<file path="src/hw/cfg_fuse_pkg.sv">
// Summary of operation
// - Watchdog postscale ratio is two to the power of fuse bits 3..1.
// - Watchdog hard enable bit forces the watchdog on; otherwise software enable decides.
// - Capture unit 2 route bit picks port C bit 1 when set, port B bit 3 when clear.
// - Debugger disable bit high keeps port B bits 6 and 7 general purpose.
// - Debug byte bit 2 enables low-voltage serial programming when high.
// - Stack fault reset enable makes stack full or underflow reset the device.
// - Four block code protect bits guard program blocks 0 to 3 when low.
// - Data EEPROM code protect bit 7 protects the EEPROM when low.
// - Boot code protect bit 6 protects 000000-0001FFh when low.
// - Four block write protect bits block program writes to their block when low.
// - EEPROM write protect bit 7 inhibits data EEPROM writes when low.
// - Boot write protect bit 6 inhibits writes to 000000-0001FFh when low.
// - Config write protect bit 5 locks 300000-3000FFh when low; fixed in user mode.
// - Block table-read protect bits block reads from code in other blocks when low.
// - Boot table-read protect bit blocks boot reads from other blocks when low.
// - Unimplemented bit positions of every configuration byte read as zero.
// - A programmed bit reads as zero, an unprogrammed bit as one.
// - Configuration bytes are reached only by table reads and table writes.
package cfg_fuse_pkg;
   localparam int unsigned ADDR_W = 22;
   // Configuration space bounds
   localparam logic [21:0] CFG_BASE = 22'h30_0000;
   localparam logic [21:0] CFG_WR_LAST = 22'h30_00FF;
   localparam logic [21:0] CFG_SPACE_LAST = 22'h3F_FFFF;
   // Byte addresses of the bank
   localparam logic [21:0] WDT_CFG_ADDR = 22'h30_0003;
   localparam logic [21:0] ROUTE_CFG_ADDR = 22'h30_0005;
   localparam logic [21:0] DBG_CFG_ADDR = 22'h30_0006;
   localparam logic [21:0] CP_LO_ADDR = 22'h30_0008;
   localparam logic [21:0] CP_HI_ADDR = 22'h30_0009;
   localparam logic [21:0] WP_LO_ADDR = 22'h30_000A;
   localparam logic [21:0] WP_HI_ADDR = 22'h30_000B;
   localparam logic [21:0] TR_LO_ADDR = 22'h30_000C;
   localparam logic [21:0] TR_HI_ADDR = 22'h30_000D;
   // Implemented bits of each byte
   localparam logic [7:0] WDT_IMPL = 8'h0F;
   localparam logic [7:0] ROUTE_IMPL = 8'h01;
   localparam logic [7:0] DBG_IMPL = 8'h85;
   localparam logic [7:0] LO4_IMPL = 8'h0F;
   localparam logic [7:0] CP_HI_IMPL = 8'hC0;
   localparam logic [7:0] WP_HI_IMPL = 8'hE0;
   localparam logic [7:0] TR_HI_IMPL = 8'h40;
   // Unprogrammed values
   localparam logic [7:0] WDT_RST = 8'h0F;
   localparam logic [7:0] ROUTE_RST = 8'h01;
   localparam logic [7:0] DBG_RST = 8'h85;
   localparam logic [7:0] LO4_RST = 8'h0F;
   localparam logic [7:0] CP_HI_RST = 8'hC0;
   localparam logic [7:0] WP_HI_RST = 8'hE0;
   localparam logic [7:0] TR_HI_RST = 8'h40;
   // Bits that user code may only clear
   localparam logic [7:0] LO4_CLR = 8'h0F;
   localparam logic [7:0] CP_HI_CLR = 8'hC0;
   localparam logic [7:0] WP_HI_CLR = 8'hC0;
   localparam logic [7:0] TR_HI_CLR = 8'h40;
   // Field positions
   localparam int unsigned WD_EN_BIT = 0;
   localparam int unsigned WD_PS_LSB = 1;
   localparam int unsigned WD_PS_W = 3;
   localparam int unsigned ROUTE_BIT = 0;
   localparam int unsigned DBG_DIS_BIT = 7;
   localparam int unsigned LVP_BIT = 2;
   localparam int unsigned STK_BIT = 0;
   localparam int unsigned EE_BIT = 7;
   localparam int unsigned BOOT_BIT = 6;
   localparam int unsigned CFGWP_BIT = 5;
   localparam int unsigned NUM_BLOCKS = 4;
   // Unlock keys
   localparam logic [7:0] UNLOCK_KEY1 = 8'h55;
   localparam logic [7:0] UNLOCK_KEY2 = 8'hAA;
   // Self-timed write duration
   localparam int unsigned WRITE_TIME_US = 2000;
   localparam int unsigned CLK_FREQ_MHZ = 25;
   localparam int unsigned WRITE_CYCLES = WRITE_TIME_US * CLK_FREQ_MHZ;
   // Program memory region ends
   localparam logic [21:0] BOOT_END = 22'h00_01FF;
   localparam logic [21:0] BLK0_END = 22'h00_1FFF;
   localparam logic [21:0] BLK1_END = 22'h00_3FFF;
   localparam logic [21:0] BLK2_END = 22'h00_5FFF;
   localparam logic [21:0] BLK3_END = 22'h00_7FFF;

   typedef enum logic [2:0] {RGN_BOOT, RGN_BLK0, RGN_BLK1, RGN_BLK2, RGN_BLK3, RGN_NONE} region_t;
   typedef enum logic [1:0] {WS_IDLE = 2'b00, WS_KEY1 = 2'b01, WS_ARMED = 2'b11, WS_BUSY = 2'b10} wr_state_t;

   // Implemented mask by low address nibble; unmapped nibbles hold nothing
   function automatic logic [7:0] impl_mask(input logic [3:0] idx);
      unique case (idx)
         WDT_CFG_ADDR[3:0]: impl_mask = WDT_IMPL;
         ROUTE_CFG_ADDR[3:0]: impl_mask = ROUTE_IMPL;
         DBG_CFG_ADDR[3:0]: impl_mask = DBG_IMPL;
         CP_LO_ADDR[3:0], WP_LO_ADDR[3:0], TR_LO_ADDR[3:0]: impl_mask = LO4_IMPL;
         CP_HI_ADDR[3:0]: impl_mask = CP_HI_IMPL;
         WP_HI_ADDR[3:0]: impl_mask = WP_HI_IMPL;
         TR_HI_ADDR[3:0]: impl_mask = TR_HI_IMPL;
         default: impl_mask = 8'h00;
      endcase
   endfunction : impl_mask

   function automatic logic [7:0] rst_value(input logic [3:0] idx);
      unique case (idx)
         WDT_CFG_ADDR[3:0]: rst_value = WDT_RST;
         ROUTE_CFG_ADDR[3:0]: rst_value = ROUTE_RST;
         DBG_CFG_ADDR[3:0]: rst_value = DBG_RST;
         CP_LO_ADDR[3:0], WP_LO_ADDR[3:0], TR_LO_ADDR[3:0]: rst_value = LO4_RST;
         CP_HI_ADDR[3:0]: rst_value = CP_HI_RST;
         WP_HI_ADDR[3:0]: rst_value = WP_HI_RST;
         TR_HI_ADDR[3:0]: rst_value = TR_HI_RST;
         default: rst_value = 8'h00;
      endcase
   endfunction : rst_value

   function automatic logic [7:0] clear_mask(input logic [3:0] idx);
      unique case (idx)
         CP_LO_ADDR[3:0], WP_LO_ADDR[3:0], TR_LO_ADDR[3:0]: clear_mask = LO4_CLR;
         CP_HI_ADDR[3:0]: clear_mask = CP_HI_CLR;
         WP_HI_ADDR[3:0]: clear_mask = WP_HI_CLR;
         TR_HI_ADDR[3:0]: clear_mask = TR_HI_CLR;
         default: clear_mask = 8'h00;
      endcase
   endfunction : clear_mask
endpackage : cfg_fuse_pkg

</file>
<file path="src/hw/region_if.sv">
`timescale 1ns/1ps
`default_nettype none
// Address in, program memory region out
interface region_if import cfg_fuse_pkg::*; ();
   logic [ADDR_W-1:0] addr;
   region_t region;
   modport guard (input addr, output region);
   modport user (output addr, input region);
endinterface : region_if
`default_nettype wire

</file>
<file path="src/hw/region_guard.sv">
`timescale 1ns/1ps
`default_nettype none
module region_guard (
   // Address and decoded region
   region_if.guard rgn
);
   import cfg_fuse_pkg::*;

   // Ranges are contiguous, so ordered compares pick the region
   always_comb begin
      if (rgn.addr <= BOOT_END) begin
         rgn.region = RGN_BOOT;
      end else if (rgn.addr <= BLK0_END) begin
         rgn.region = RGN_BLK0;
      end else if (rgn.addr <= BLK1_END) begin
         rgn.region = RGN_BLK1;
      end else if (rgn.addr <= BLK2_END) begin
         rgn.region = RGN_BLK2;
      end else if (rgn.addr <= BLK3_END) begin
         rgn.region = RGN_BLK3;
      end else begin
         rgn.region = RGN_NONE;
      end
   end
endmodule : region_guard
`default_nettype wire

</file>
<file path="src/hw/cfg_fuse_bank.sv">
`timescale 1ns/1ps
`default_nettype none
module cfg_fuse_bank #(
   parameter int unsigned WRITE_CYCLES_P = cfg_fuse_pkg::WRITE_CYCLES
) (
   // Clock and reset
   input wire logic clk_i,
   input wire logic rst_n_i,
   // Table access port
   input wire logic [cfg_fuse_pkg::ADDR_W-1:0] tbl_addr_i,
   input wire logic tbl_rd_i,
   input wire logic tbl_wr_i,
   input wire logic [7:0] tbl_wr_data_i,
   output logic tbl_rd_valid_o,
   output logic [7:0] tbl_rd_data_o,
   // Write sequencing controls
   input wire logic cfg_select_i,
   input wire logic write_enable_i,
   input wire logic unlock_wr_i,
   input wire logic [7:0] unlock_data_i,
   input wire logic write_start_i,
   input wire logic user_mode_i,
   output logic write_busy_o,
   output logic write_done_o,
   output logic write_err_o,
   // Protection checks
   input wire logic [cfg_fuse_pkg::ADDR_W-1:0] exec_addr_i,
   input wire logic [cfg_fuse_pkg::ADDR_W-1:0] prog_wr_addr_i,
   output logic tbl_rd_blocked_o,
   output logic prog_wr_blocked_o,
   output logic eeprom_wr_blocked_o,
   output logic eeprom_code_protect_o,
   output logic boot_code_protect_o,
   output logic [cfg_fuse_pkg::NUM_BLOCKS-1:0] block_code_protect_o,
   // Watchdog options
   input wire logic wd_soft_enable_i,
   output logic [2:0] wd_postscale_sel_o,
   output logic [7:0] wd_postscale_ratio_o,
   output logic wd_enable_o,
   // Capture unit 2 pin routing
   input wire logic cu2_out_i,
   input wire logic cu2_oe_i,
   output logic cu2_in_o,
   input wire logic pc1_gp_out_i,
   input wire logic pc1_gp_oe_i,
   input wire logic port_c_bit1_in_i,
   output logic port_c_bit1_out_o,
   output logic port_c_bit1_oe_o,
   input wire logic pb3_gp_out_i,
   input wire logic pb3_gp_oe_i,
   input wire logic port_b_bit3_in_i,
   output logic port_b_bit3_out_o,
   output logic port_b_bit3_oe_o,
   // Debug, programming and stack options
   output logic debug_enable_o,
   output logic port_b_bit67_gpio_o,
   output logic low_volt_prog_enable_o,
   input wire logic stack_full_i,
   input wire logic stack_underflow_i,
   output logic stack_reset_o
);
   import cfg_fuse_pkg::*;

   localparam int unsigned CNT_W = $clog2(WRITE_CYCLES_P + 1);
   localparam logic [3:0] WDT_IDX = WDT_CFG_ADDR[3:0];
   localparam logic [3:0] ROUTE_IDX = ROUTE_CFG_ADDR[3:0];
   localparam logic [3:0] DBG_IDX = DBG_CFG_ADDR[3:0];
   localparam logic [3:0] CPL_IDX = CP_LO_ADDR[3:0];
   localparam logic [3:0] CPH_IDX = CP_HI_ADDR[3:0];
   localparam logic [3:0] WPL_IDX = WP_LO_ADDR[3:0];
   localparam logic [3:0] WPH_IDX = WP_HI_ADDR[3:0];
   localparam logic [3:0] TRL_IDX = TR_LO_ADDR[3:0];
   localparam logic [3:0] TRH_IDX = TR_HI_ADDR[3:0];

   logic [7:0] cfg_r [16];
   logic [ADDR_W-1:0] hold_addr_r;
   logic [7:0] hold_data_r;
   wr_state_t state_r;
   logic [CNT_W-1:0] busy_cnt_r;
   logic done_r;
   logic err_r;
   logic rd_valid_r;
   logic [7:0] rd_data_r;
   logic stack_rst_r;
   logic [3:0] hold_idx;
   logic wr_in_range;
   logic wr_allowed;
   logic start_req;
   logic commit;
   logic rd_is_cfg;
   logic [3:0] wp_lo;
   logic [3:0] tr_lo;
   logic route_pc1;

   region_if tgt_if ();
   region_if exe_if ();
   region_if pwr_if ();

   // One decoder per address that needs a region
   region_guard u_tgt_guard (.rgn(tgt_if.guard));
   region_guard u_exe_guard (.rgn(exe_if.guard));
   region_guard u_pwr_guard (.rgn(pwr_if.guard));

   assign tgt_if.addr = tbl_addr_i;
   assign exe_if.addr = exec_addr_i;
   assign pwr_if.addr = prog_wr_addr_i;

   // User code may only clear protection bits, never set them back
   function automatic logic [7:0] apply_write(input logic [3:0] idx, input logic [7:0] old,
                                             input logic [7:0] d, input logic user);
      logic [7:0] clr;
      logic [7:0] v;
      clr = clear_mask(idx);
      v = d;
      if (user) begin
         v = (d & ~clr) | (d & old & clr);
         if (idx == WPH_IDX) begin
            v[CFGWP_BIT] = old[CFGWP_BIT];
         end
      end
      return v & impl_mask(idx);
   endfunction : apply_write

   // Write target checks
   assign hold_idx = hold_addr_r[3:0];
   assign wr_in_range = (hold_addr_r >= CFG_BASE) && (hold_addr_r <= CFG_WR_LAST);
   assign wr_allowed = wr_in_range && (impl_mask(hold_idx) != 8'h00) && cfg_r[WPH_IDX][CFGWP_BIT];
   assign start_req = (state_r == WS_ARMED) && write_start_i && cfg_select_i && write_enable_i;
   assign commit = (state_r == WS_BUSY) && (busy_cnt_r == CNT_W'(1));

   // Holding latch of the table write; frozen while a write is timing
   always_ff @(posedge clk_i or negedge rst_n_i) begin
      if (!rst_n_i) begin
         hold_addr_r <= '0;
         hold_data_r <= 8'h00;
      end else if (tbl_wr_i && (state_r != WS_BUSY)) begin
         hold_addr_r <= tbl_addr_i;
         hold_data_r <= tbl_wr_data_i;
      end
   end

   // Unlock and timed write sequence; a wrong key drops back to idle
   always_ff @(posedge clk_i or negedge rst_n_i) begin
      if (!rst_n_i) begin
         state_r <= WS_IDLE;
      end else begin
         unique case (state_r)
            WS_IDLE: begin
               if (unlock_wr_i && (unlock_data_i == UNLOCK_KEY1)) begin
                  state_r <= WS_KEY1;
               end
            end
            WS_KEY1: begin
               if (unlock_wr_i) begin
                  state_r <= (unlock_data_i == UNLOCK_KEY2) ? WS_ARMED : WS_IDLE;
               end
            end
            WS_ARMED: begin
               if (start_req) begin
                  state_r <= wr_allowed ? WS_BUSY : WS_IDLE;
               end else if (write_start_i || unlock_wr_i) begin
                  state_r <= WS_IDLE;
               end
            end
            WS_BUSY: begin
               if (commit) begin
                  state_r <= WS_IDLE;
               end
            end
         endcase
      end
   end

   // Write duration counter
   always_ff @(posedge clk_i or negedge rst_n_i) begin
      if (!rst_n_i) begin
         busy_cnt_r <= '0;
      end else if (start_req && wr_allowed) begin
         busy_cnt_r <= CNT_W'(WRITE_CYCLES_P);
      end else if (state_r == WS_BUSY) begin
         busy_cnt_r <= busy_cnt_r - CNT_W'(1);
      end
   end

   // Byte store; reset brings back the unprogrammed pattern
   always_ff @(posedge clk_i or negedge rst_n_i) begin
      if (!rst_n_i) begin
         for (int i = 0; i < 16; i++) begin
            cfg_r[i] <= rst_value(4'(i));
         end
      end else if (commit) begin
         cfg_r[hold_idx] <= apply_write(hold_idx, cfg_r[hold_idx], hold_data_r, user_mode_i);
      end
   end

   // Write status pulses
   always_ff @(posedge clk_i or negedge rst_n_i) begin
      if (!rst_n_i) begin
         done_r <= 1'b0;
         err_r <= 1'b0;
      end else begin
         done_r <= commit;
         err_r <= start_req && !wr_allowed;
      end
   end

   // Table read of the configuration space only
   assign rd_is_cfg = (tbl_addr_i >= CFG_BASE) && (tbl_addr_i <= CFG_SPACE_LAST);
   always_ff @(posedge clk_i or negedge rst_n_i) begin
      if (!rst_n_i) begin
         rd_valid_r <= 1'b0;
         rd_data_r <= 8'h00;
      end else begin
         rd_valid_r <= tbl_rd_i && rd_is_cfg;
         if (tbl_rd_i && rd_is_cfg) begin
            if (tbl_addr_i[ADDR_W-1:4] == CFG_BASE[ADDR_W-1:4]) begin
               rd_data_r <= cfg_r[tbl_addr_i[3:0]] & impl_mask(tbl_addr_i[3:0]);
            end else begin
               rd_data_r <= 8'h00;
            end
         end
      end
   end

   // Stack fault reset request, one cycle behind the condition
   always_ff @(posedge clk_i or negedge rst_n_i) begin
      if (!rst_n_i) begin
         stack_rst_r <= 1'b0;
      end else begin
         stack_rst_r <= cfg_r[DBG_IDX][STK_BIT] && (stack_full_i || stack_underflow_i);
      end
   end

   // Outputs follow the stored bits with no sampling stage
   assign wp_lo = cfg_r[WPL_IDX][NUM_BLOCKS-1:0];
   assign tr_lo = cfg_r[TRL_IDX][NUM_BLOCKS-1:0];
   assign wd_postscale_sel_o = cfg_r[WDT_IDX][WD_PS_LSB +: WD_PS_W];
   assign wd_postscale_ratio_o = 8'h01 << wd_postscale_sel_o;
   assign wd_enable_o = cfg_r[WDT_IDX][WD_EN_BIT] || wd_soft_enable_i;
   assign debug_enable_o = !cfg_r[DBG_IDX][DBG_DIS_BIT];
   assign port_b_bit67_gpio_o = cfg_r[DBG_IDX][DBG_DIS_BIT];
   assign low_volt_prog_enable_o = cfg_r[DBG_IDX][LVP_BIT];
   assign block_code_protect_o = ~cfg_r[CPL_IDX][NUM_BLOCKS-1:0];
   assign eeprom_code_protect_o = !cfg_r[CPH_IDX][EE_BIT];
   assign boot_code_protect_o = !cfg_r[CPH_IDX][BOOT_BIT];
   assign eeprom_wr_blocked_o = !cfg_r[WPH_IDX][EE_BIT];

   // Pin route mux; the unused pin falls back to its port driver
   assign route_pc1 = cfg_r[ROUTE_IDX][ROUTE_BIT];
   assign cu2_in_o = route_pc1 ? port_c_bit1_in_i : port_b_bit3_in_i;
   assign port_c_bit1_out_o = route_pc1 ? cu2_out_i : pc1_gp_out_i;
   assign port_c_bit1_oe_o = route_pc1 ? cu2_oe_i : pc1_gp_oe_i;
   assign port_b_bit3_out_o = route_pc1 ? pb3_gp_out_i : cu2_out_i;
   assign port_b_bit3_oe_o = route_pc1 ? pb3_gp_oe_i : cu2_oe_i;

   // Program write guard by target region
   always_comb begin
      unique case (pwr_if.region)
         RGN_BOOT: prog_wr_blocked_o = !cfg_r[WPH_IDX][BOOT_BIT];
         RGN_BLK0: prog_wr_blocked_o = !wp_lo[0];
         RGN_BLK1: prog_wr_blocked_o = !wp_lo[1];
         RGN_BLK2: prog_wr_blocked_o = !wp_lo[2];
         RGN_BLK3: prog_wr_blocked_o = !wp_lo[3];
         default: prog_wr_blocked_o = 1'b0;
      endcase
   end

   // Table read guard; code inside the same block may always read itself
   always_comb begin
      tbl_rd_blocked_o = 1'b0;
      if (tbl_rd_i && (tgt_if.region != exe_if.region)) begin
         unique case (tgt_if.region)
            RGN_BOOT: tbl_rd_blocked_o = !cfg_r[TRH_IDX][BOOT_BIT];
            RGN_BLK0: tbl_rd_blocked_o = !tr_lo[0];
            RGN_BLK1: tbl_rd_blocked_o = !tr_lo[1];
            RGN_BLK2: tbl_rd_blocked_o = !tr_lo[2];
            RGN_BLK3: tbl_rd_blocked_o = !tr_lo[3];
            default: tbl_rd_blocked_o = 1'b0;
         endcase
      end
   end

   assign tbl_rd_valid_o = rd_valid_r;
   assign tbl_rd_data_o = rd_data_r;
   assign write_busy_o = (state_r == WS_BUSY);
   assign write_done_o = done_r;
   assign write_err_o = err_r;
   assign stack_reset_o = stack_rst_r;

   // Helper: length of the last busy stretch
   logic [CNT_W:0] busy_len_r;
   always_ff @(posedge clk_i or negedge rst_n_i) begin
      if (!rst_n_i) begin
         busy_len_r <= '0;
      end else if (start_req && wr_allowed) begin
         busy_len_r <= '0;
      end else if (write_busy_o) begin
         busy_len_r <= busy_len_r + (CNT_W+1)'(1);
      end
   end
endmodule : cfg_fuse_bank
`default_nettype wire

</file>
<file path="config.mk">
export PLATFORM = sky130hd
export DESIGN_NAME = cfg_fuse_bank
export DESIGN_NICKNAME = d
export VERILOG_FILES = /design/src/hw/cfg_fuse_pkg.sv /design/src/hw/region_if.sv /design/src/hw/region_guard.sv /design/src/hw/cfg_fuse_bank.sv
export SDC_FILE = /design/constraint.sdc
export NUM_CORES = 1
export LEC_CHECK = 0
export BUFFER_PORTS_ARGS = -buffer_cell sky130_fd_sc_hd__clkbuf_2
export CAP_MARGIN = 0
export CORE_MARGIN = 10
export CORE_UTILIZATION = 35
export CTS_CLUSTER_DIAMETER = 50
export CTS_CLUSTER_SIZE = 14
export DETAILED_ROUTE_END_ITERATION = 12
export SETUP_SLACK_MARGIN = 0.2
export SYNTH_ARGS = -nofsm -noshare
export SYNTH_HDL_FRONTEND = slang
export SYNTH_SLANG_ARGS = --single-unit
</file>
<file path="constraint.sdc">
create_clock -name clk_i -period 8.8 [get_ports clk_i]
set_clock_uncertainty 0.05 [all_clocks]
set_input_delay 1.32 -clock clk_i [delete_from_list [all_inputs] [get_ports clk_i]]
set_output_delay 1.32 -clock clk_i [all_outputs]
set_load 0.005 [all_outputs]
</file>
# After elaboration in Yosys (flattened, before gate mapping)
# Memory sizes are Yosys's and may differ from the RTL's.
# Cells that the tools add are included.
totals:
  output_inout_bits: 42
  inputBits: 102
  word_cells: 182
  rom_bits: 336
  mem_count: 3
  regBits: 188
memory_table:
  columns: ["memory", "depth", "word_bits", "read_ports", "rd_clocked_by_memory_dff", "write_ports", "line_no", "rtl"]
  rows:
  - ["(no name shown)", 16, 7, 1, 0, 0, "cfg_fuse_pkg.sv:88", "unique case (idx)"]
  - ["(no name shown)", 16, 7, 1, 0, 0, "cfg_fuse_pkg.sv:88", null]
  - ["(no name shown)", 16, 7, 1, 0, 0, "cfg_fuse_pkg.sv:88", null]
op_classes:
  shift: 1
  n_lt_le_gt_ge: 22
  eq_ne: 27
  bitwise: 10
  reduce_logical: 42
  n_mux: 51
  addsub: 1
op_table:
  columns: ["operator", "n"]
  rows:
  - ["22-bit by 15-bit less-or-equal comparator with 1-bit output, second input constant", 6]
  - ["128-bit bitwise mux", 1]
  - ["8-bit 2-to-1 mux", 12]
  - ["22-bit by 13-bit less-or-equal comparator with 1-bit output, second input constant", 3]
  - ["22-bit by 14-bit less-or-equal comparator with 1-bit output, second input constant", 3]
  - ["22-bit by 9-bit less-or-equal comparator with 1-bit output, second input constant", 3]
  - ["8-bit binary-select mux with 4-bit select", 2]
  - ["22-bit greater-or-equal comparator, second input constant", 2]
  - ["22-bit less-or-equal comparator, second input constant", 2]
  - ["8-bit AND", 5]
  - ["3-bit 2-to-1 mux", 12]
  - ["8-bit demux with 4-bit select", 1]
  - ["16-bit 2-to-1 mux", 2]
  - ["4-bit == test, second input constant", 6]
  - ["8-bit case mux with 3 select lines", 1]
  - ["18-bit == test, second input constant", 1]
  - ["16-bit by 1-bit == test with 1-bit output, second input constant", 1]
  - ["1-bit logical AND", 16]
  - ["16-bit by 1-bit subtractor with 16-bit output, second input constant", 1]
  - ["1-bit zero test", 15]
  - ["2-bit 2-to-1 mux", 7]
  - ["3-bit by 2-bit == test with 1-bit output, second input constant", 4]
  - ["5-bit greater-or-equal comparator, second input constant", 2]
  - ["1-bit 2-to-1 mux", 10]
  - ["other kinds (26)", 36]

# Longest topological paths before layout
# Gate-level depths: netlist of run 1.
logic_depth:
  depth_word: 12
  depth_mapped: 11

# By module
# Synthesis of run 1 repeated with hierarchy kept, for this count alone.
unflattened:
  hier_cells: 603
  hier_area_um2: 7304.5
modules_own_cells:
  columns: ["module", "instances", "seq_area_each_um2", "area_each_um2", "cells_each"]
  rows:
  - ["cfg_fuse_bank", 1, 3385.7, 7143.1, 576]
  - ["region_guard", 3, 0.0, 53.8, 9]

# Least setup slack after synthesis of run 1
# No wires, ideal clock.
synth_timing:
  kind: "input to output"
  startpoint: "input port tbl_addr_i[17] in the netlist's numbering"
  endpoint: "output port tbl_rd_blocked_o"
  arrival_ns: 2.804
  setup_slack_ns: 4.626
  n_path_buf: 0
  cell_stages: 5
  required_time_ns: 7.430
  cell_sequence: "or4_1 nor3_1 o2111ai_1 a311o_1 a221oi_1"
synth_via:
  elab_chain_cells: 9
synth_rtl:
  columns: ["item", "line_no", "rtl"]
  rows:
  - ["start: declaration", "cfg_fuse_bank.sv:10", "input wire logic [cfg_fuse_pkg::ADDR_W-1:0] tbl_addr_i,"]
  - ["22-bit by 15-bit less-or-equal comparator with 1-bit output", "region_guard.sv:19", "end else if (rgn.addr <= BLK3_END) begin"]
  - ["1-bit 2-to-1 mux", "region_guard.sv:19", null]
  - ["3-bit 2-to-1 mux", "region_guard.sv:17", "end else if (rgn.addr <= BLK2_END) begin"]
  - ["3-bit 2-to-1 mux", "region_guard.sv:15", "end else if (rgn.addr <= BLK1_END) begin"]
  - ["3-bit 2-to-1 mux", "region_guard.sv:13", "end else if (rgn.addr <= BLK0_END) begin"]
  - ["3-bit 2-to-1 mux (*)", "region_guard.sv:11", "if (rgn.addr <= BOOT_END) begin"]
  - ["3-bit == test, or another cell as far along", "cfg_fuse_bank.sv:272", "unique case (tgt_if.region)"]
  - ["1-bit case mux with 5 select lines or 1-bit logical AND (tied branches)", "cfg_fuse_bank.sv:272, cfg_fuse_bank.sv:271", null]
  - ["1-bit 2-to-1 mux (*)", "cfg_fuse_bank.sv:271", "if (tbl_rd_i && (tgt_if.region != exe_if.region)) begin"]
  - ["end: declaration", "cfg_fuse_bank.sv:29", "output logic tbl_rd_blocked_o,"]
# Mark *: on every way between the ends. The rest lies on a longest branch, timed or not.

# Worst setup path in the final report of run 1
# Same ends and word-level chain as after synthesis.

==> impl_metrics.yaml, run 1 <==
worst_setup_path:
  cp-end-kind: "primary output"
  reg2reg_slack_ns: 5.63
  cp.buffers_inverters: 2
  crit_chain: "clkbuf_2, or4_1, nor3_1, o2111ai_1, a311o_1, a221oi_1, clkbuf_2"
  crit_fanout: 4
  r2r-end: "cfg_r[50]$_DFFE_PN0P_"
  slowest_delay_ns: 0.58
  cp_slowest_cell: "or4_1"
  critPathMostFrequentCell: "clkbuf_2"
  critical_path.top_delay_family: "simple AND/OR/NAND/NOR gates"
  crit_required_ns: 7.43
  reg2regPathDepth: 5
  critPathLaunch: "tbl_addr_i[17]"
  rr_startpoint: "hold_addr_r[3]$_DFFE_PN0P_"
  cp_data_arrival_time_ns: 3.24
  crit_type: "in -> out"
  startpoint_type: "input pin"
sta:
  min_period_ns: 4.61
  relSlewSlack: 0.231
  fmax_ghz: 0.217
  worst_pin_slew_ns: 1.15
  fin_crit_sh: 0.524
  hold_viol: 0
  setup-tns-final_ns: 0
  setup_viol: 0
  report.final.slew_viol_count: 0
  rsz0062_at_grt: "false"
hold_path:
  holdPathEnd: "cfg_r[107]$_DFFE_PN0P_"
  hp-start: "cfg_r[107]$_DFFE_PN0P_"
  worst_hold_path.num_cells: 2
  hp-class: "reg -> reg"
global_routing:
  overflow: 0
  groute.usage.overall: 0.154
  grt_pass1_vias: 5856
  grt_max_degree: 69
  grt_first_pass_wirelength_mm: 32.3
  antenna_found_initial: 0
drt:
  drtIter0Drc: 531
  wl_per_cell_um: 18.9
  drtAntennaViolNets: 0
  drc_errors: 0
  num_vias: 5696
  firstDrtPassIters: 5
  drt_wl_total_mm: 20.2
  vias_per_cell: 5.34
synth:
  yosysUniqueCellTypes: 71
  synth_edf_count: 0
  syn_nets: 791
  synth-async-reset-ratio: 1.00
  seq_area_frac_synth: 0.475
  synth_flop_cell: "dfrtp_1"
  yosysWarnings: 0
  netlist_area_um2: 7130
  synth-seq-cells: 134
  synth_cells: 679
  postSynthAreaPerCell_um2: 10.5
die:
  core-area_um2: 20200
  initial_core_util: 0.354
  die_w_um: 163
  die_area_um2: 26500
  ios: 144
  dieHeight_um: 163
  rows: 52
placed_design:
  place_congestion: 0.870
  dp_hpwl_mm: 15.1
  dp.cells: 1034
  place.port_buffers: 123
power_and_ir_drop:
  ir_drop_v: 0.000108
  p_leak_nw: 3.76
  powerDensity_nw_per_um2: 178
clock_tree:
  htree_levels: 4
  cts-root-buf: "clkbuf_16"
  clk_pin_slew_ns: 0.06
  postCtsResizedCells: 0
  cts_num_sinks: 134
  numCtsBuffers: 17
  cts_tree: "built"
  clkLatencyLatePin_ns: 0.43
  post_cts_buffers: 0
  cts_hold_buf: 0
  clockBufferDepth: 2
finish:
  nNetsFinal: 895
  antenna_cells: 0
  syn_to_final_growth_pct: 19.5
  drive_above_1_share: 0.318
  finalNonFillerCells: 1066
run:
  cap_violations: 0
outcome:
  outcome: "complete, no violations"
==> where the power goes <==
part | leakage, nW | internal [mW] | switching (mW)
combinational | 2.07 | 0.0562 | 0.0779
sequential | 1.40 | 0.632 | 0.0206
clock | 0.288 | 0.468 | 0.261
==> metrics by stage <==
stage	utilization	hold slack [ns]	total power, mW	cell area [um2]	setup slack (ns)
final	0.423	0.426	1.51	8520	4.19
after global routing	0.423	0.450	1.57	8520	4.05
after CTS	0.423	0.426	1.53	8520	4.17
after detailed placement	0.393	0.413	0.798	7920	4.17
after global placement	0.393	0.407	0.795	7920	4.17
after floorplan	-	0.393	0.733	7130	4.63
==> routing by layer <==
layer  wire length [um]  vias up  GRT usage
met2               9430      182      0.241
li1                   -     2676          -
met4                574        0     0.0721
met3               1420       39     0.0412
met1               8780     2799      0.194
met5                  0        -          0
==> worst max path at each step <==
| stage | depth (start not counted) | slack, ns | to |
|---|---|---|---|
| floorplan | 5 | 4.63 | tbl_rd_blocked_o |
| global placement | 7 | 4.17 | tbl_rd_blocked_o |
| detailed placement | 7 | 4.17 | tbl_rd_blocked_o |
| CTS | 7 | 4.17 | tbl_rd_blocked_o |
| global route | 7 | 4.05 | tbl_rd_blocked_o |
| finish | 7 | 4.19 | tbl_rd_blocked_o |
==> layout make-up <==
class                   instances  area, um2
clock inverters                 7        119
repair buffers                127        652
flip-flops and latches        134       3390
inverters                      35        131
fillers                      1963      11600
multi-input cells             468       3410
well taps                     270        338
clock buffers                  25        485
==> Yosys cell counts, drive strengths merged, types with 16 or more instances <==
cell type	n	area share
mux4	26	0.082
mux2	32	0.051
buf	16	0.014
dfrtp	108	0.38
nand3	16	0.013
o21ai	85	0.062
clkbuf	26	0.014
dfstp	26	0.096
nor2	25	0.013
inv	35	0.018
nand2	93	0.049
mux2i	18	0.025
==> cells in the final DEF, fill, tap and decap left out, drive strengths merged, types with 3 or more instances in the layout <==
cell type / count
a21oi: 9
a31oi: 5
a41oi: 3
and2: 6
and3: 9
buf: 5
bufinv: 3
clkbuf: 147
dfrtp: 108
dfstp: 26
ha: 10
inv: 35
mux2: 32
mux2i: 18
mux4: 26
nand2: 93
nand2b: 4
nand3: 16
nand4: 15
nor2: 25
nor2b: 6
nor3: 15
nor4: 14
nor4b: 3
nor4bb: 3
o2111ai: 3
o211ai: 4
o21a: 3
o21ai: 85
o221ai: 4
or2: 3
or3: 3
or4: 8
xnor2: 7
xor2: 6
==> cells by family after synthesis <==
group	count (synthesis)	share of synthesized area
xor gates and xnor gates	13	0.0160
buffers and inverters	77	0.0465
muxes	76	0.158
and+or+nand+nor	231	0.169
AOI/OAI and AO/OA	137	0.117
other	1	0.000526
adders and majority gates	10	0.0175
DFF	134	0.475
==> worst min-delay path: stages (launching register included) <==
cell     delay [ns]
dfrtp_1        0.34
nand2_1        0.06
o21ai_2        0.05
==> state kept, by name, summed over array words and instances, names as in the netlist <==
name,cells
write_done_o,1
wd_postscale_sel_o,3
write_err_o,1
hold_data_r,7
stack_reset_o,1
tbl_rd_data_o,7
port_b_bit67_gpio_o,1
tbl_rd_valid_o,1
low_volt_prog_enable_o,1
cfg_r,75
busy_cnt_r,16
hold_addr_r,18
state_r,2
Power figures use the tool's default switching activity.
==> inputs of run 2 (changes only) <==
- ABC_AREA: unset -> 1
- clock period: 8.8 -> 3.78 ns (I/O delays scaled with it)
==> run 2 against run 1 <==
Non-clock buffer count increased by 23. Synthesized cell count increased by 64%. Combinational power increased to 12 times the previous value. Via count increased by 35%. Global-route usage increased by 0.53 points. Largest power group is now registers.
==> impl_metrics.yaml, run 2 <==
synth:
  synth_cells: 1115
  yosysUniqueCellTypes: 46
  synth_area_leaders: "dfrtp_1 (38%), nand2_1 (11%), o21ai_0 (11%), dfstp_2 (8.1%), inv_1 (5.9%)"
  synth-seq-cells: 154
  ys_top_cells_by_count: "nand2_1 (242), o21ai_0 (179), inv_1 (134)"
  yosysMostFrequentCell: "nand2_1"
  yosysWarnings: 0
  yosys.area.top_type: "dfrtp_1"
  postSynthAreaPerCell_um2: 7.60
  netlist_area_um2: 8480
  synth-async-reset-ratio: 1.00
  syn_nets: 1227
  synth_flop_cell: "dfrtp_1"
  synth_largest_type_area_fraction: 0.378
  synth_edf_count: 0
  seq_area_frac_synth: 0.458
sta:
  worst_pin_slew_ns: 0.744
  setup_viol: 0
  fin_crit_sh: 0.702
  rsz0062_at_grt: "false"
  timing.final.ws_setup_ns: 1.13
  relSlewSlack: 0.502
  setup-tns-final_ns: 0
  hold_viol: 0
  report.final.slew_viol_count: 0
  min_period_ns: 2.65
  fmax_ghz: 0.377
finish:
  finalNonFillerCells: 1569
  syn_to_final_growth_pct: 18.5
  final_cell_mix: "nand2_1 (242), o21ai_0 (179), inv_1 (134)"
  final_common_cell: "nand2_1"
  fin_util: 0.424
  largest_reg_flops: 95
  antenna_cells: 0
  reg_top3: "cfg_r: 95 flops, hold_addr_r: 18 flops, busy_cnt_r: 16 flops"
  drive_above_1_share: 0.196
  design_area_um2: 10000
  nNetsFinal: 1350
  top_register: "cfg_r"
clock_tree:
  clk_pin_slew_ns: 0.06
  clkLatencyLatePin_ns: 0.43
  numCtsBuffers: 17
  clockBufferDepth: 2
  cts_tree: "built"
  cts_num_sinks: 154
  postCtsResizedCells: 0
  cts-root-buf: "clkbuf_16"
  cts_hold_buf: 0
  htree_levels: 4
  post_cts_buffers: 0
placed_design:
  placed_area_um2: 9440
  place_congestion: 0.906
  dp_hpwl_mm: 18.0
  dpl_worst_slack_ns: 1.14
  place.port_buffers: 132
  dp.cells: 1538
power_and_ir_drop:
  p_leak_nw: 5.21
  powerDensity_nw_per_um2: 541
  ir_drop_v: 0.000354
worst_setup_path:
  crit_fanout: 16
  crit_type: "reg -> reg"
  crit_required_ns: 4.04
  startpoint_type: "flop"
  cp_data_arrival_time_ns: 2.91
  cp-end-kind: "flop"
drt:
  drc_errors: 0
  drtAntennaViolNets: 0
  num_vias: 7705
  drt_wl_total_mm: 24.3
  vias_per_cell: 4.91
  wl_per_cell_um: 15.5
  firstDrtPassIters: 5
  drtIter0Drc: 596
run:
  cap_violations: 0
die:
  initial_core_util: 0.358
  die_area_um2: 30800
  die_w_um: 176
  rows: 56
  dieHeight_um: 176
  core-area_um2: 23700
  ios: 144
global_routing:
  grt_first_pass_wirelength_mm: 40.0
  grt_max_degree: 76
  overflow: 0
  grt_pass1_vias: 7629
  antenna_found_initial: 0
  groute.usage.overall: 0.159
hold_path:
  hp-class: "in -> async"
outcome:
  outcome: "complete, no violations"
## run 2: cell count changes after synthesis, moves of 26 or more
cell	previous run	this run
a21oi_1	9	52
nor2_1	25	124
o21ai_0	81	179
nand2_1	93	242
mux4_2	26	0
inv_1	35	134
## run 2: worst paths after layout
path,from,endpoint,slack (ns),depth (start not counted)
worst max-delay path,hold_addr_r[0]$_DFFE_PN0P_,busy_cnt_r[9]$_DFFE_PN0P_,1.13,13
worst min-delay path,rst_n_i,cfg_r[106]$_DFFE_PN0P_,0.06,1
worst max register to register,hold_addr_r[0]$_DFFE_PN0P_,busy_cnt_r[9]$_DFFE_PN0P_,1.13,13
worst min register to register,cfg_r[23]$_DFFE_PN0P_,cfg_r[23]$_DFFE_PN0P_,0.41,2
max in group asynchronous,rst_n_i,cfg_r[37]$_DFFE_PN1P_,2.79,2
min in group clk_i,stack_full_i,stack_reset_o$_DFF_PN0_,0.31,3
## run 2: per-layer routing
metal,share of wire,global-route usage,up-vias
li1,-,-,3892
met1,0.49,0.226,3514
met2,0.41,0.234,278
met3,0.089,0.0427,21
met4,0.012,0.0420,0
met5,0,0,-
## run 2: logic make-up (layout without fill, tap and decap cells)
kind of cell,count (synthesis),count (layout),share of synthesized area
AO/OA/AOI/OAI,265,265,0.166
XOR/XNOR,5,5,0.00517
adder cells (fa/ha/maj),10,10,0.0148
buffers and inverters,186,321,0.0937
flip-flops,154,154,0.458
multiplexers,11,11,0.0146
other,1,1,0.000442
AND/OR/NAND/NOR,483,483,0.247
## run 2: final cells by class
type	count	area [um2]
timing repair buffer	150	827
clock buffer	23	468
tap	319	399
multi-input combinational	775	3800
fill	2451	13600
sequential	154	3890
inverter	140	526
clock inverter	8	144
## run 2: worst max-delay path: stages (launching register included)
cell	delay, ns
dfrtp_1	0.37
inv_1	0.43
ha_1	0.42
nand2_1	0.12
nand3_1	0.15
nand2_1	0.09
nand2_1	0.10
inv_1	0.04
nand2_1	0.08
nand3_2	0.27
nand2_1	0.17
inv_2	0.07
o21ai_1	0.11
nand2_1	0.05
## run 2: power by group
| group | internal (mW) | switching [mW] |
|---|---|---|
| combinational | 0.528 | 1.13 |
| clock | 1.13 | 0.668 |
| sequential | 1.83 | 0.138 |
## run 2: stage by stage
step | power [mW] | hold slack, ns
after global routing | 5.77 | 0.102
after floorplan | 3.06 | 0.221
after detailed placement | 3.65 | 0.398
final | 5.43 | 0.0600
after global placement | 3.63 | 0.397
after CTS | 5.46 | 0.0814
